`src/io_select_params.svh`:
```
// constants for input activity and source selection
`ifndef IO_SELECT_PARAMS_SVH
`define IO_SELECT_PARAMS_SVH

// register offsets
`define REG_IF_CFG        8'h0F
`define REG_SYNC_CFG      8'h10
`define REG_COAST_CFG     8'h11
`define REG_DETECT_STAT   8'h15
`define REG_SOURCE_STAT   8'h16
`define REG_KEY_PORT      8'h1B

// reset values
`define RST_IF_CFG        8'h00
`define RST_SYNC_CFG      8'h00
`define RST_COAST_CFG     8'h08
`define RST_KEY_PORT      8'h00

// field positions in 0FH
`define IF_PRIO_BIT       1
`define IF_OVR_BIT        2
// field positions in 10H
`define FS_SEL_BIT        0
`define FS_OVR_BIT        1
`define LS_SEL_BIT        3
`define LS_OVR_BIT        4
// field position in 11H
`define COAST_EN_BIT      3
// field position in 1BH
`define KEY_TRI_BIT       7

// detect bit positions in 15H
`define DET_LINE_BIT      7
`define DET_GREEN_BIT     6
`define DET_FRAME_BIT     5
`define DET_DCLK_BIT      4
`define DET_PATH_BIT      3
// bit positions in 16H
`define SRC_LINE_BIT      7
`define SRC_LPOL_BIT      6
`define SRC_FRAME_BIT     5
`define SRC_FPOL_BIT      4
`define SRC_CPOL_BIT      3
`define SRC_KEY_BIT       2

// index of each watched input in the detect vector
`define IDX_DCLK          0
`define IDX_FRAME         1
`define IDX_GREEN         2
`define IDX_LINE          3
`define NUM_WATCH         4

// activity window: no edge for this long means idle
`define CLK_PERIOD_NS     4
`define ACT_WINDOW_NS     100000
`define ACT_WINDOW_CYC    (`ACT_WINDOW_NS / `CLK_PERIOD_NS)
`define ACT_CNT_W         16
`define DUTY_W            12

`endif

```
`src/io_select_pkg.sv`:
```
// types for input activity and source selection
package io_select_pkg;

   // which input path is active; seek holds last choice
   typedef enum logic [2:0] {
      PATH_SEEK    = 3'h1,
      PATH_ANALOG  = 3'h2,
      PATH_DIGITAL = 3'h4
   } path_st_t;

   // state of one activity and polarity watcher
   typedef struct packed {
      logic                 sync1;
      logic                 sync2;
      logic                 prev;
      logic [15:0]          cnt;
      logic                 active;
      logic signed [11:0]   duty;
   } act_st_t;

   // software-visible configuration
   typedef struct packed {
      logic [7:0] if_cfg;
      logic [7:0] sync_cfg;
      logic [7:0] coast_cfg;
      logic [7:0] key_port;
   } cfg_t;

   // routed sync outputs
   typedef struct packed {
      logic pll_line;
      logic out_line;
      logic out_frame;
   } route_t;

   // key memory pin drive
   typedef struct packed {
      logic data_oe;
      logic clock_oe;
      logic data_in;
   } key_pins_t;

   // whole state of the selection block
   typedef struct packed {
      cfg_t       cfg;
      path_st_t   path;
      logic       path_flag;
      logic       line_flag;
      logic       frame_flag;
      logic [7:0] rdata;
      route_t     route;
      logic       kd_s1;
      key_pins_t  key;
   } sel_st_t;

endpackage

```
`src/activity_detect.sv`:
```
// activity and polarity watcher for one sampled input
`include "io_select_params.svh"

module activity_detect #(
   parameter logic [`ACT_CNT_W-1:0] WINDOW_CYC = `ACT_CNT_W'(`ACT_WINDOW_CYC)
) (
   // clock and reset
   input  wire logic clk_i,
   input  wire logic rst_b_i,
   input  wire logic ce_i,
   // watched input, asynchronous
   input  wire logic pin_i,
   // results
   output logic      active_o,
   output logic      pos_pol_o,
   output logic      level_o
);

   localparam logic signed [`DUTY_W-1:0] DUTY_MAX = {1'b0, {(`DUTY_W-1){1'b1}}};
   localparam logic signed [`DUTY_W-1:0] DUTY_MIN = {1'b1, {(`DUTY_W-1){1'b0}}};

   io_select_pkg::act_st_t s;
   io_select_pkg::act_st_t next_s;

   always_comb begin
      next_s = s;
      next_s.sync1 = pin_i;
      next_s.sync2 = s.sync1;
      next_s.prev  = s.sync2;
      // a pin stuck high or low never restarts the window
      if (s.sync2 != s.prev) begin
         next_s.cnt    = '0;
         next_s.active = 1'b1;
      end else if (s.cnt >= WINDOW_CYC - `ACT_CNT_W'(1)) begin
         next_s.active = 1'b0;
      end else begin
         next_s.cnt = s.cnt + `ACT_CNT_W'(1);
      end
      // time spent high against time spent low
      if (s.sync2 && s.duty != DUTY_MAX) begin
         next_s.duty = s.duty + `DUTY_W'(1);
      end else if (!s.sync2 && s.duty != DUTY_MIN) begin
         next_s.duty = s.duty - `DUTY_W'(1);
      end
   end

   always_ff @(posedge clk_i or negedge rst_b_i) begin
      if (!rst_b_i) begin
         s <= '0;
      end else if (ce_i) begin
         s <= next_s;
      end
   end

   assign active_o  = s.active;
   // mostly low means short high pulses
   assign pos_pol_o = s.duty[`DUTY_W-1];
   assign level_o   = s.sync2;

endmodule // activity_detect

```
`src/input_activity_source_select.sv`:
```
// input activity detection and sync source selection
//
// How it works
// - detect bit 4 follows activity on the digital link clock
// - analog detected when any of line, green or frame activity
// - only digital gives flag 1, only analog 0, none enters seek
// - both detected without override: flag copies priority bit
// - interface override forces flag to the priority bit
// - flag 0 routes analog signals, 1 routes digital signals
// - line flag 0 for pin only, 1 for green only, else select bit
// - line override forces line flag to its select bit
// - pll takes line pin on flag 0, green sync on flag 1
// - status bit 6 gives line sync polarity, 1 active high
// - frame flag follows frame detect, or select bit under override
// - frame sync from pin on flag 0, separator on flag 1
// - status bit 4 gives frame output polarity, 1 active low
// - status bit 3 coast polarity, valid only with internal coast
// - status bit 2 set when keys were found in key memory
// - key port bit 7 releases key memory data and clock lines
// - detect bit 7 line activity, stuck pin is not activity
// - detect bit 6 green embedded sync activity
// - detect bit 5 frame activity, stuck pin is not activity
`include "io_select_params.svh"

module input_activity_source_select #(
   parameter logic [`ACT_CNT_W-1:0] ACT_WINDOW_CYC = `ACT_CNT_W'(`ACT_WINDOW_CYC)
) (
   // clock and reset
   input  wire logic       clk_i,
   input  wire logic       rst_b_i,
   input  wire logic       ce_i,
   // register port
   input  wire logic [7:0] reg_addr_i,
   input  wire logic       reg_wr_i,
   input  wire logic       reg_rd_i,
   input  wire logic [7:0] reg_wdata_i,
   output logic      [7:0] reg_rdata_o,
   // watched pins, asynchronous
   input  wire logic       line_sync_i,
   input  wire logic       green_embedded_sync_i,
   input  wire logic       frame_sync_i,
   input  wire logic       link_clock_i,
   // same-clock sources
   input  wire logic       sep_frame_sync_i,
   input  wire logic       dig_line_sync_i,
   input  wire logic       dig_frame_sync_i,
   input  wire logic       key_found_i,
   // selection results
   output logic            input_path_flag_o,
   output logic            seek_o,
   output logic            pll_line_sync_o,
   output logic            out_line_sync_o,
   output logic            out_frame_sync_o,
   // internal key reader drive
   input  wire logic       kr_data_low_i,
   input  wire logic       kr_clock_low_i,
   output logic            kr_data_o,
   // key memory pins, open drain
   input  wire logic       key_mem_data_line_i,
   output logic            key_mem_data_line_o,
   output logic            key_mem_data_line_oe_o,
   output logic            key_mem_clock_line_o,
   output logic            key_mem_clock_line_oe_o
);

   io_select_pkg::sel_st_t s;
   io_select_pkg::sel_st_t next_s;

   logic [`NUM_WATCH-1:0] det;
   logic [`NUM_WATCH-1:0] pol;
   logic [`NUM_WATCH-1:0] lvl;

   logic       an_det;
   logic       dg_det;
   logic       prio;
   logic       coast_pol;
   logic       frame_low;
   logic       pll_line;
   logic       ana_frame;
   logic [7:0] det_stat;
   logic [7:0] src_stat;

   // one watcher per pin
   activity_detect #(
      .WINDOW_CYC (ACT_WINDOW_CYC)
   ) u_watch_dclk (
      .clk_i     (clk_i),
      .rst_b_i   (rst_b_i),
      .ce_i      (ce_i),
      .pin_i     (link_clock_i),
      .active_o  (det[`IDX_DCLK]),
      .pos_pol_o (pol[`IDX_DCLK]),
      .level_o   (lvl[`IDX_DCLK])
   );

   activity_detect #(
      .WINDOW_CYC (ACT_WINDOW_CYC)
   ) u_watch_frame (
      .clk_i     (clk_i),
      .rst_b_i   (rst_b_i),
      .ce_i      (ce_i),
      .pin_i     (frame_sync_i),
      .active_o  (det[`IDX_FRAME]),
      .pos_pol_o (pol[`IDX_FRAME]),
      .level_o   (lvl[`IDX_FRAME])
   );

   activity_detect #(
      .WINDOW_CYC (ACT_WINDOW_CYC)
   ) u_watch_green (
      .clk_i     (clk_i),
      .rst_b_i   (rst_b_i),
      .ce_i      (ce_i),
      .pin_i     (green_embedded_sync_i),
      .active_o  (det[`IDX_GREEN]),
      .pos_pol_o (pol[`IDX_GREEN]),
      .level_o   (lvl[`IDX_GREEN])
   );

   activity_detect #(
      .WINDOW_CYC (ACT_WINDOW_CYC)
   ) u_watch_line (
      .clk_i     (clk_i),
      .rst_b_i   (rst_b_i),
      .ce_i      (ce_i),
      .pin_i     (line_sync_i),
      .active_o  (det[`IDX_LINE]),
      .pos_pol_o (pol[`IDX_LINE]),
      .level_o   (lvl[`IDX_LINE])
   );

   // register read mux
   function automatic logic [7:0] read_reg(
      input logic [7:0]         addr,
      input io_select_pkg::cfg_t cfg,
      input logic [7:0]         dstat,
      input logic [7:0]         sstat
   );
      case (addr)
         `REG_IF_CFG:      read_reg = cfg.if_cfg;
         `REG_SYNC_CFG:    read_reg = cfg.sync_cfg;
         `REG_COAST_CFG:   read_reg = cfg.coast_cfg;
         `REG_DETECT_STAT: read_reg = dstat;
         `REG_SOURCE_STAT: read_reg = sstat;
         `REG_KEY_PORT:    read_reg = cfg.key_port;
         default:          read_reg = 8'h00;
      endcase
   endfunction

   always_comb begin
      an_det = det[`IDX_LINE] | det[`IDX_GREEN] | det[`IDX_FRAME];
      dg_det = det[`IDX_DCLK];
      prio   = s.cfg.if_cfg[`IF_PRIO_BIT];

      // frame output polarity: separator output is active high
      frame_low = s.frame_flag ? 1'b0 : ~pol[`IDX_FRAME];
      // coast follows the frame pulse; zero while coast disabled
      coast_pol = s.cfg.coast_cfg[`COAST_EN_BIT] & ~frame_low;

      det_stat = 8'h00;
      det_stat[`DET_LINE_BIT]  = det[`IDX_LINE];
      det_stat[`DET_GREEN_BIT] = det[`IDX_GREEN];
      det_stat[`DET_FRAME_BIT] = det[`IDX_FRAME];
      det_stat[`DET_DCLK_BIT]  = dg_det;
      det_stat[`DET_PATH_BIT]  = s.path_flag;

      src_stat = 8'h00;
      src_stat[`SRC_LINE_BIT]  = s.line_flag;
      src_stat[`SRC_LPOL_BIT]  = pol[`IDX_LINE];
      src_stat[`SRC_FRAME_BIT] = s.frame_flag;
      src_stat[`SRC_FPOL_BIT]  = frame_low;
      src_stat[`SRC_CPOL_BIT]  = coast_pol;
      src_stat[`SRC_KEY_BIT]   = key_found_i;

      pll_line  = s.line_flag ? lvl[`IDX_GREEN] : lvl[`IDX_LINE];
      ana_frame = s.frame_flag ? sep_frame_sync_i : lvl[`IDX_FRAME];
   end

   always_comb begin
      next_s = s;

      // software writes; status offsets are not writable
      if (reg_wr_i) begin
         case (reg_addr_i)
            `REG_IF_CFG:    next_s.cfg.if_cfg    = reg_wdata_i;
            `REG_SYNC_CFG:  next_s.cfg.sync_cfg  = reg_wdata_i;
            `REG_COAST_CFG: next_s.cfg.coast_cfg = reg_wdata_i;
            `REG_KEY_PORT:  next_s.cfg.key_port  = reg_wdata_i;
            default:        next_s.cfg = s.cfg;
         endcase
      end
      if (reg_rd_i) begin
         next_s.rdata = read_reg(reg_addr_i, s.cfg, det_stat, src_stat);
      end

      // interface choice
      if (s.cfg.if_cfg[`IF_OVR_BIT]) begin
         next_s.path = prio ? io_select_pkg::PATH_DIGITAL : io_select_pkg::PATH_ANALOG;
      end else begin
         case ({an_det, dg_det})
            2'h0: next_s.path = io_select_pkg::PATH_SEEK;
            2'h1: next_s.path = io_select_pkg::PATH_DIGITAL;
            2'h2: next_s.path = io_select_pkg::PATH_ANALOG;
            2'h3: next_s.path = prio ? io_select_pkg::PATH_DIGITAL
                                     : io_select_pkg::PATH_ANALOG;
            default: next_s.path = io_select_pkg::PATH_SEEK;
         endcase
      end
      // seek keeps the last decided interface
      case (next_s.path)
         io_select_pkg::PATH_DIGITAL: next_s.path_flag = 1'b1;
         io_select_pkg::PATH_ANALOG:  next_s.path_flag = 1'b0;
         default:                     next_s.path_flag = s.path_flag;
      endcase

      // line sync source
      if (s.cfg.sync_cfg[`LS_OVR_BIT] || det[`IDX_LINE] == det[`IDX_GREEN]) begin
         next_s.line_flag = s.cfg.sync_cfg[`LS_SEL_BIT];
      end else begin
         next_s.line_flag = det[`IDX_GREEN];
      end

      // frame sync source
      if (s.cfg.sync_cfg[`FS_OVR_BIT]) begin
         next_s.frame_flag = s.cfg.sync_cfg[`FS_SEL_BIT];
      end else begin
         next_s.frame_flag = det[`IDX_FRAME];
      end

      // routed sync
      next_s.route.pll_line  = pll_line;
      next_s.route.out_line  = s.path_flag ? dig_line_sync_i : pll_line;
      next_s.route.out_frame = s.path_flag ? dig_frame_sync_i : ana_frame;

      // key memory port, released when three-stated
      next_s.kd_s1        = key_mem_data_line_i;
      next_s.key.data_in  = s.kd_s1;
      next_s.key.data_oe  = ~s.cfg.key_port[`KEY_TRI_BIT] & kr_data_low_i;
      next_s.key.clock_oe = ~s.cfg.key_port[`KEY_TRI_BIT] & kr_clock_low_i;
   end

   always_ff @(posedge clk_i or negedge rst_b_i) begin
      if (!rst_b_i) begin
         s                <= '0;
         s.cfg.if_cfg     <= `RST_IF_CFG;
         s.cfg.sync_cfg   <= `RST_SYNC_CFG;
         s.cfg.coast_cfg  <= `RST_COAST_CFG;
         s.cfg.key_port   <= `RST_KEY_PORT;
         s.path           <= io_select_pkg::PATH_SEEK;
         s.key.data_in    <= 1'b1;
      end else if (ce_i) begin
         s <= next_s;
      end
   end

   assign reg_rdata_o             = s.rdata;
   assign input_path_flag_o       = s.path_flag;
   assign seek_o                  = s.path == io_select_pkg::PATH_SEEK;
   assign pll_line_sync_o         = s.route.pll_line;
   assign out_line_sync_o         = s.route.out_line;
   assign out_frame_sync_o        = s.route.out_frame;
   assign kr_data_o               = s.key.data_in;
   assign key_mem_data_line_o     = 1'b0;
   assign key_mem_data_line_oe_o  = s.key.data_oe;
   assign key_mem_clock_line_o    = 1'b0;
   assign key_mem_clock_line_oe_o = s.key.clock_oe;

endmodule // input_activity_source_select

```
`config.mk`:
```
export PLATFORM = sky130hd
export DESIGN_NAME = input_activity_source_select
export DESIGN_NICKNAME = d
export VERILOG_FILES = /design/src/io_select_pkg.sv /design/src/activity_detect.sv /design/src/input_activity_source_select.sv
export VERILOG_INCLUDE_DIRS = /design/src
export SDC_FILE = /design/constraint.sdc
export NUM_CORES = 1
export LEC_CHECK = 0
export BUFFER_PORTS_ARGS = -buffer_cell sky130_fd_sc_hd__buf_2
export CAP_MARGIN = 20
export CORE_MARGIN = 2
export CORE_UTILIZATION = 60
export CTS_CLUSTER_DIAMETER = 80
export DETAILED_ROUTE_END_ITERATION = 10
export PLACE_DENSITY = 0.75
export SYNTH_ARGS = -nofsm -noshare
export SYNTH_HDL_FRONTEND = slang
export SYNTH_HIERARCHICAL = 1
export SYNTH_SLANG_ARGS = --single-unit
```
`constraint.sdc`:
```
create_clock -name clk_i -period 3.2 [get_ports clk_i]
set_input_delay 0.32 -clock clk_i [delete_from_list [all_inputs] [get_ports clk_i]]
set_output_delay 0.32 -clock clk_i [all_outputs]
set_load 0.02 [all_outputs]
```
* Yosys cells after proc, flatten, opt, wreduce, memory -nomap -nowiden
Index checks and enable logic that the tools add are counted.
Storage, ports and cells: word-level logic and storage cells 142, register bits 157
Cells by class: bitwise operators 8, eq/ne operators 25, reductions and logical operators 31, $lt $le $gt $ge 4, $add $sub $neg 8, mux-type cells 28
Operators with widths (count):
- 2-to-1 mux 17 bit | 4
- adder 16 x 1 -> 16 bit, second input constant | 4
- greater-or-equal comparator 16 x 15 -> 1 bit, second input constant | 4
- 2-to-1 mux 16 bit | 4
- 2-to-1 mux 12 bit | 4
- != test 12 bit, second input constant | 4
- one-hot mux 8 bit (6 select lines) | 1
- equality test 8 x 5 -> 1 bit, second input constant | 5
- adder 12 x 2 -> 12 bit, second input constant | 2
- AND reduction 2 bit | 12
- subtractor 12 x 2 -> 12 bit, second input constant | 2
- nonzero test 2 bit | 7
- one-hot mux 3 bit (4 select lines) | 1
- AND reduction 3 bit | 4
- 2-to-1 mux 1 bit | 11
- equality test 8 x 4 -> 1 bit, second input constant | 1
- != test 2 x 1 -> 1 bit, second input constant | 4
- 2-to-1 mux 3 bit | 2
- equality test 2 bit, second input constant | 2
- logical AND 1 bit | 4
- != test 1 bit | 4
- AND 1 bit | 3
- equality test 3 x 1 -> 1 bit, second input constant | 1
- equality test 3 x 2 -> 1 bit, second input constant | 1
- 9 further kinds | 13

* Logic depth before layout (Yosys ltp)
word-level depth 8, gate-level depth with buffers 11, gate-level depth less buffers 11

* Modules after synthesis
The synthesis kept the hierarchy.
By module, submodules not included:
- activity_detect | cells each 218, instances 4, sequential area each 800.8 um^2, area each 1986.9 um^2
- input_activity_source_select | cells each 222, instances 1, sequential area each 1330.0 um^2, area each 2627.5 um^2

* Least setup slack after synthesis
OpenSTA, ideal clock, no wires.
path kind flip-flop to flip-flop, start reg u_watch_line.s (netlist bit u_watch_line/pos_pol_o), end reg u_watch_line/s[8] (netlist bit), library setup time 128 ps, data arrival time 2381 ps, cell stages (with the launch flop) 11, period minus slack after synthesis 2509 ps, path slack 691 ps, required time 3072 ps, path through dfrtp_1 -> nand4b_1 -> nor3_1 -> nand2b_1 -> ha_1 -> nor2b_1 -> o21ai_0 -> a21oi_1 -> o41ai_1 -> xor2_1 -> o21ai_0
On the way: longest elaborated chain between the ends 4, elaborated cells between the ends (all ways) 7
RTL lines:
- start: declaration | line activity_detect.sv:22 | io_select_pkg::act_st_t s;
- start signal: assignment | line activity_detect.sv:51 | s <= next_s;
- != test 12 bit, on equally long branches | line activity_detect.sv:42, activity_detect.sv:40
- logical AND 1 bit, on equally long branches | line activity_detect.sv:42, activity_detect.sv:40
- nonzero test 2 bit (no line)
- AND reduction 2 bit (no line)
Parallel ways exist; a longest one is shown, timed or not. A chain may end at the register's enable or synchronous reset.

* Worst setup path in the final report
start reg u_watch_frame.s (netlist bit u_watch_frame/pos_pol_o), end reg u_watch_frame/s[10] (netlist bit)
On the way: longest elaborated chain between the ends 4, elaborated cells between the ends (all ways) 7
RTL lines (line):
- start: declaration | activity_detect.sv:22
- start signal: assignment | activity_detect.sv:51
- != test 12 bit, on equally long branches | activity_detect.sv:42, activity_detect.sv:40
- logical AND 1 bit, on equally long branches | activity_detect.sv:42, activity_detect.sv:40
- nonzero test 2 bit (no line)
- AND reduction 2 bit (no line)
Parallel ways exist; a longest one is shown, timed or not.

==> results_dict.tcl <==
set metrics [dict create \
    status "complete, no violations" \
    min_from "key_mem_data_line_i" \
    numCtsBuffers 17 \
    fillers 1123 \
    wl_met1_um 8713 \
    finalSetupViolCount 0 \
    first_iter_violations 587 \
    synthToLayoutAreaGrowth_pct 10.37 \
    final-seq-area_um2 3933 \
    reg2reg_from "u_watch_frame/pos_pol_o" \
    wire_per_inst_um 17.42 \
    critPathLaunchType "register" \
    vias 6912 \
    place.gp.congestion 0.9020 \
    die_x_um 124.5 \
    p_leak_nw 4.270 \
    io_buffers 47 \
    antenna_found_initial 0 \
    coreArea_um2 14370 \
    syn_area_um2 8711 \
    cts_root_buf "clkbuf_16" \
    die_area_um2 15500 \
    cp-end-kind "register" \
    yosys_warnings 6 \
    grt_pass1_vias 6782 \
    holdPathEnd "next_s[0]" \
    ant_nets 0 \
    highest_layer "met4" \
    grt_max_degree 67 \
    worst_path_max_delay_cell "dfrtp_1" \
    max_stage_delay_ns 0.42 \
    multi_input_area_um2 4457 \
    clk_pin_slew_worst_paths_ns 0.06 \
    die_h_um 124.5 \
    synth.avg_cell_area_um2 9.899 \
    powerDensity_nw_per_um2 659.5 \
    path_max_fanout 12 \
    crit_path_frequent_cell "o21ai_0" \
    drc 0 \
    worstPathArrival_ns 3.29 \
    min_path_type "input port to register" \
    hold_viol_final 0 \
    hold_path_depth 2 \
    cts_sinks 157 \
    reg2reg_depth 11 \
    wl_met3_um 971 \
    drt-pass1-iter-count 5 \
    clock_latency_ns 0.42 \
    fin_crit_ns 2.956 \
    rows 44 \
    skew_ns 0.006033 \
    slew_headroom_pct 51.23 \
    worst_pin_slew_ns 0.7311 \
    grt_pass1_wl_um 33040 \
    fin_tns_setup_ns 0 \
    final_nets 978 \
    dpl.hpwl_um 13540 \
    critPathRequiredTime_ns 3.53 \
    route.met2.wl_um 9475 \
    rrSetupSlack_ns 0.24 \
    maxCapViolCount 0 \
    ir_drop_mv 0.5862 \
    post-place-ws_ns 0.06261 \
    initial_utilization_pct 60.62 \
    overflow 0 \
    finalWorstSetupSlack_ns 0.2439 \
    postSynthCellCount 880 \
    fmax_ghz 0.3383 \
    cts_tree "built" \
    pin_count 50 \
    grt_usage_pct 25.72 \
    path_class "register to register" \
    r2r_end "u_watch_frame/s[10]" \
    period_share_pct 92.38 \
    post-route-util_pct 66.91 \
    cts_setup_buffers 0 \
    slew_viol_final 0 \
    via_per_inst 6.205 \
    drive_gt1_share_pct 18.17 \
    clock_path_buffers 2 \
    wl_um 19400 \
    htree_levels 4 \
    cp_cell_sequence "nand4b_1, nor3_1, nand2b_4, inv_1, fa_1, nor2b_1, o21ai_0, a21oi_1, o21ai_0, xor2_1, o21ai_0" \
    diodes 0 \
    rsz0062_at_grt "false" \
]
## report_power, final
group          leakage [nW]  switching (mW)  internal, mW  total [mW]
registers              2.04           0.317          2.26        2.58
logic                  1.97            1.09         0.855        1.94
clock network         0.260           0.764          1.06        1.82
## worst max-delay path by stage
stage	start	to	slack, ns	depth (start not counted)
2_1_floorplan	u_watch_line/pos_pol_o	u_watch_line/s[8]	0.69	10
3_3_place_gp	u_watch_frame/pos_pol_o	u_watch_frame/pos_pol_o	0.38	10
3_5_place_dp	u_watch_frame/pos_pol_o	u_watch_frame/s[10]	0.06	11
4_1_cts	u_watch_frame/pos_pol_o	u_watch_frame/s[10]	0.06	11
5_1_grt	u_watch_frame/pos_pol_o	u_watch_frame/s[8]	0.07	10
6_report	u_watch_frame/pos_pol_o	u_watch_frame/s[10]	0.24	11
## state kept, by name (all words and copies together) (netlist names), 8 cells and up
| signal | flops |
|---|---|
| reg_rdata_o | 8 |
| u_watch_line/s | 28 |
| u_watch_dclk/s | 17 |
| u_watch_green/s | 17 |
| s | 36 |
| u_watch_frame/s | 28 |
## what timing repair did
item	4_1_cts	5_1_grt
hold buffers	1	0
setup endpoints to repair	0	5
hold endpoints to repair	61	0
resized for setup	0	2
## layout make-up
cell class | instances | area share (%)
Clock inverter | 7 | 0.4164
Tap cell | 184 | 2.395
Clock buffer | 23 | 5.075
Timing Repair Buffer | 59 | 3.605
Inverter | 32 | 1.249
Multi-Input combinational cell | 652 | 46.36
Sequential cell | 157 | 40.90
## routing by layer
layer	GRT usage, %	vias to the layer above
met1	33.83	3407
li1	-	3275
met5	0	-
met3	6.100	20
met4	7.006	0
met2	42.94	210
## metrics by stage
stage          area [um^2]  total power [mW]  hold WS, ns  std cells
5_1_grt               9614             6.731       0.1214       1114
2_1_floorplan         8715             4.007      0.02441        881
6_report              9614             6.340       0.1322       1114
3_5_place_dp          9069             4.516       0.3589       1083
4_1_cts               9607             6.349       0.1200       1114
3_3_place_gp          9069             4.400       0.3488       1083
## critical path, delay by kind of cell (launching register included)
kind                       cells  cell delay [ns]
buffers and inverters          1             0.09
DFF                            1             0.42
and+or+nand+nor                4             0.93
xor gates and xnor gates       1             0.17
adders and majority gates      1             0.41
AOI/OAI and AO/OA              4             0.84
## cells in the final DEF (no fill, tap or decap), types with 8 or more instances in the layout
cell type,instances
o21ai_1,8
and3_1,20
nand2b_1,11
buf_2,46
o31ai_1,23
nor3_1,10
o21a_1,8
inv_1,32
xnor2_1,26
dfrtp_1,154
a31oi_1,19
nand3_1,37
nand2_1,65
clkbuf_16,17
a21oi_1,30
o21ai_0,76
mux2_2,54
xor2_1,16
mux2i_1,8
ha_1,25
nor2b_1,9
nor2_1,71
a211oi_1,12
a22o_1,12
buf_4,10
(Power assumes the default switching activity.)
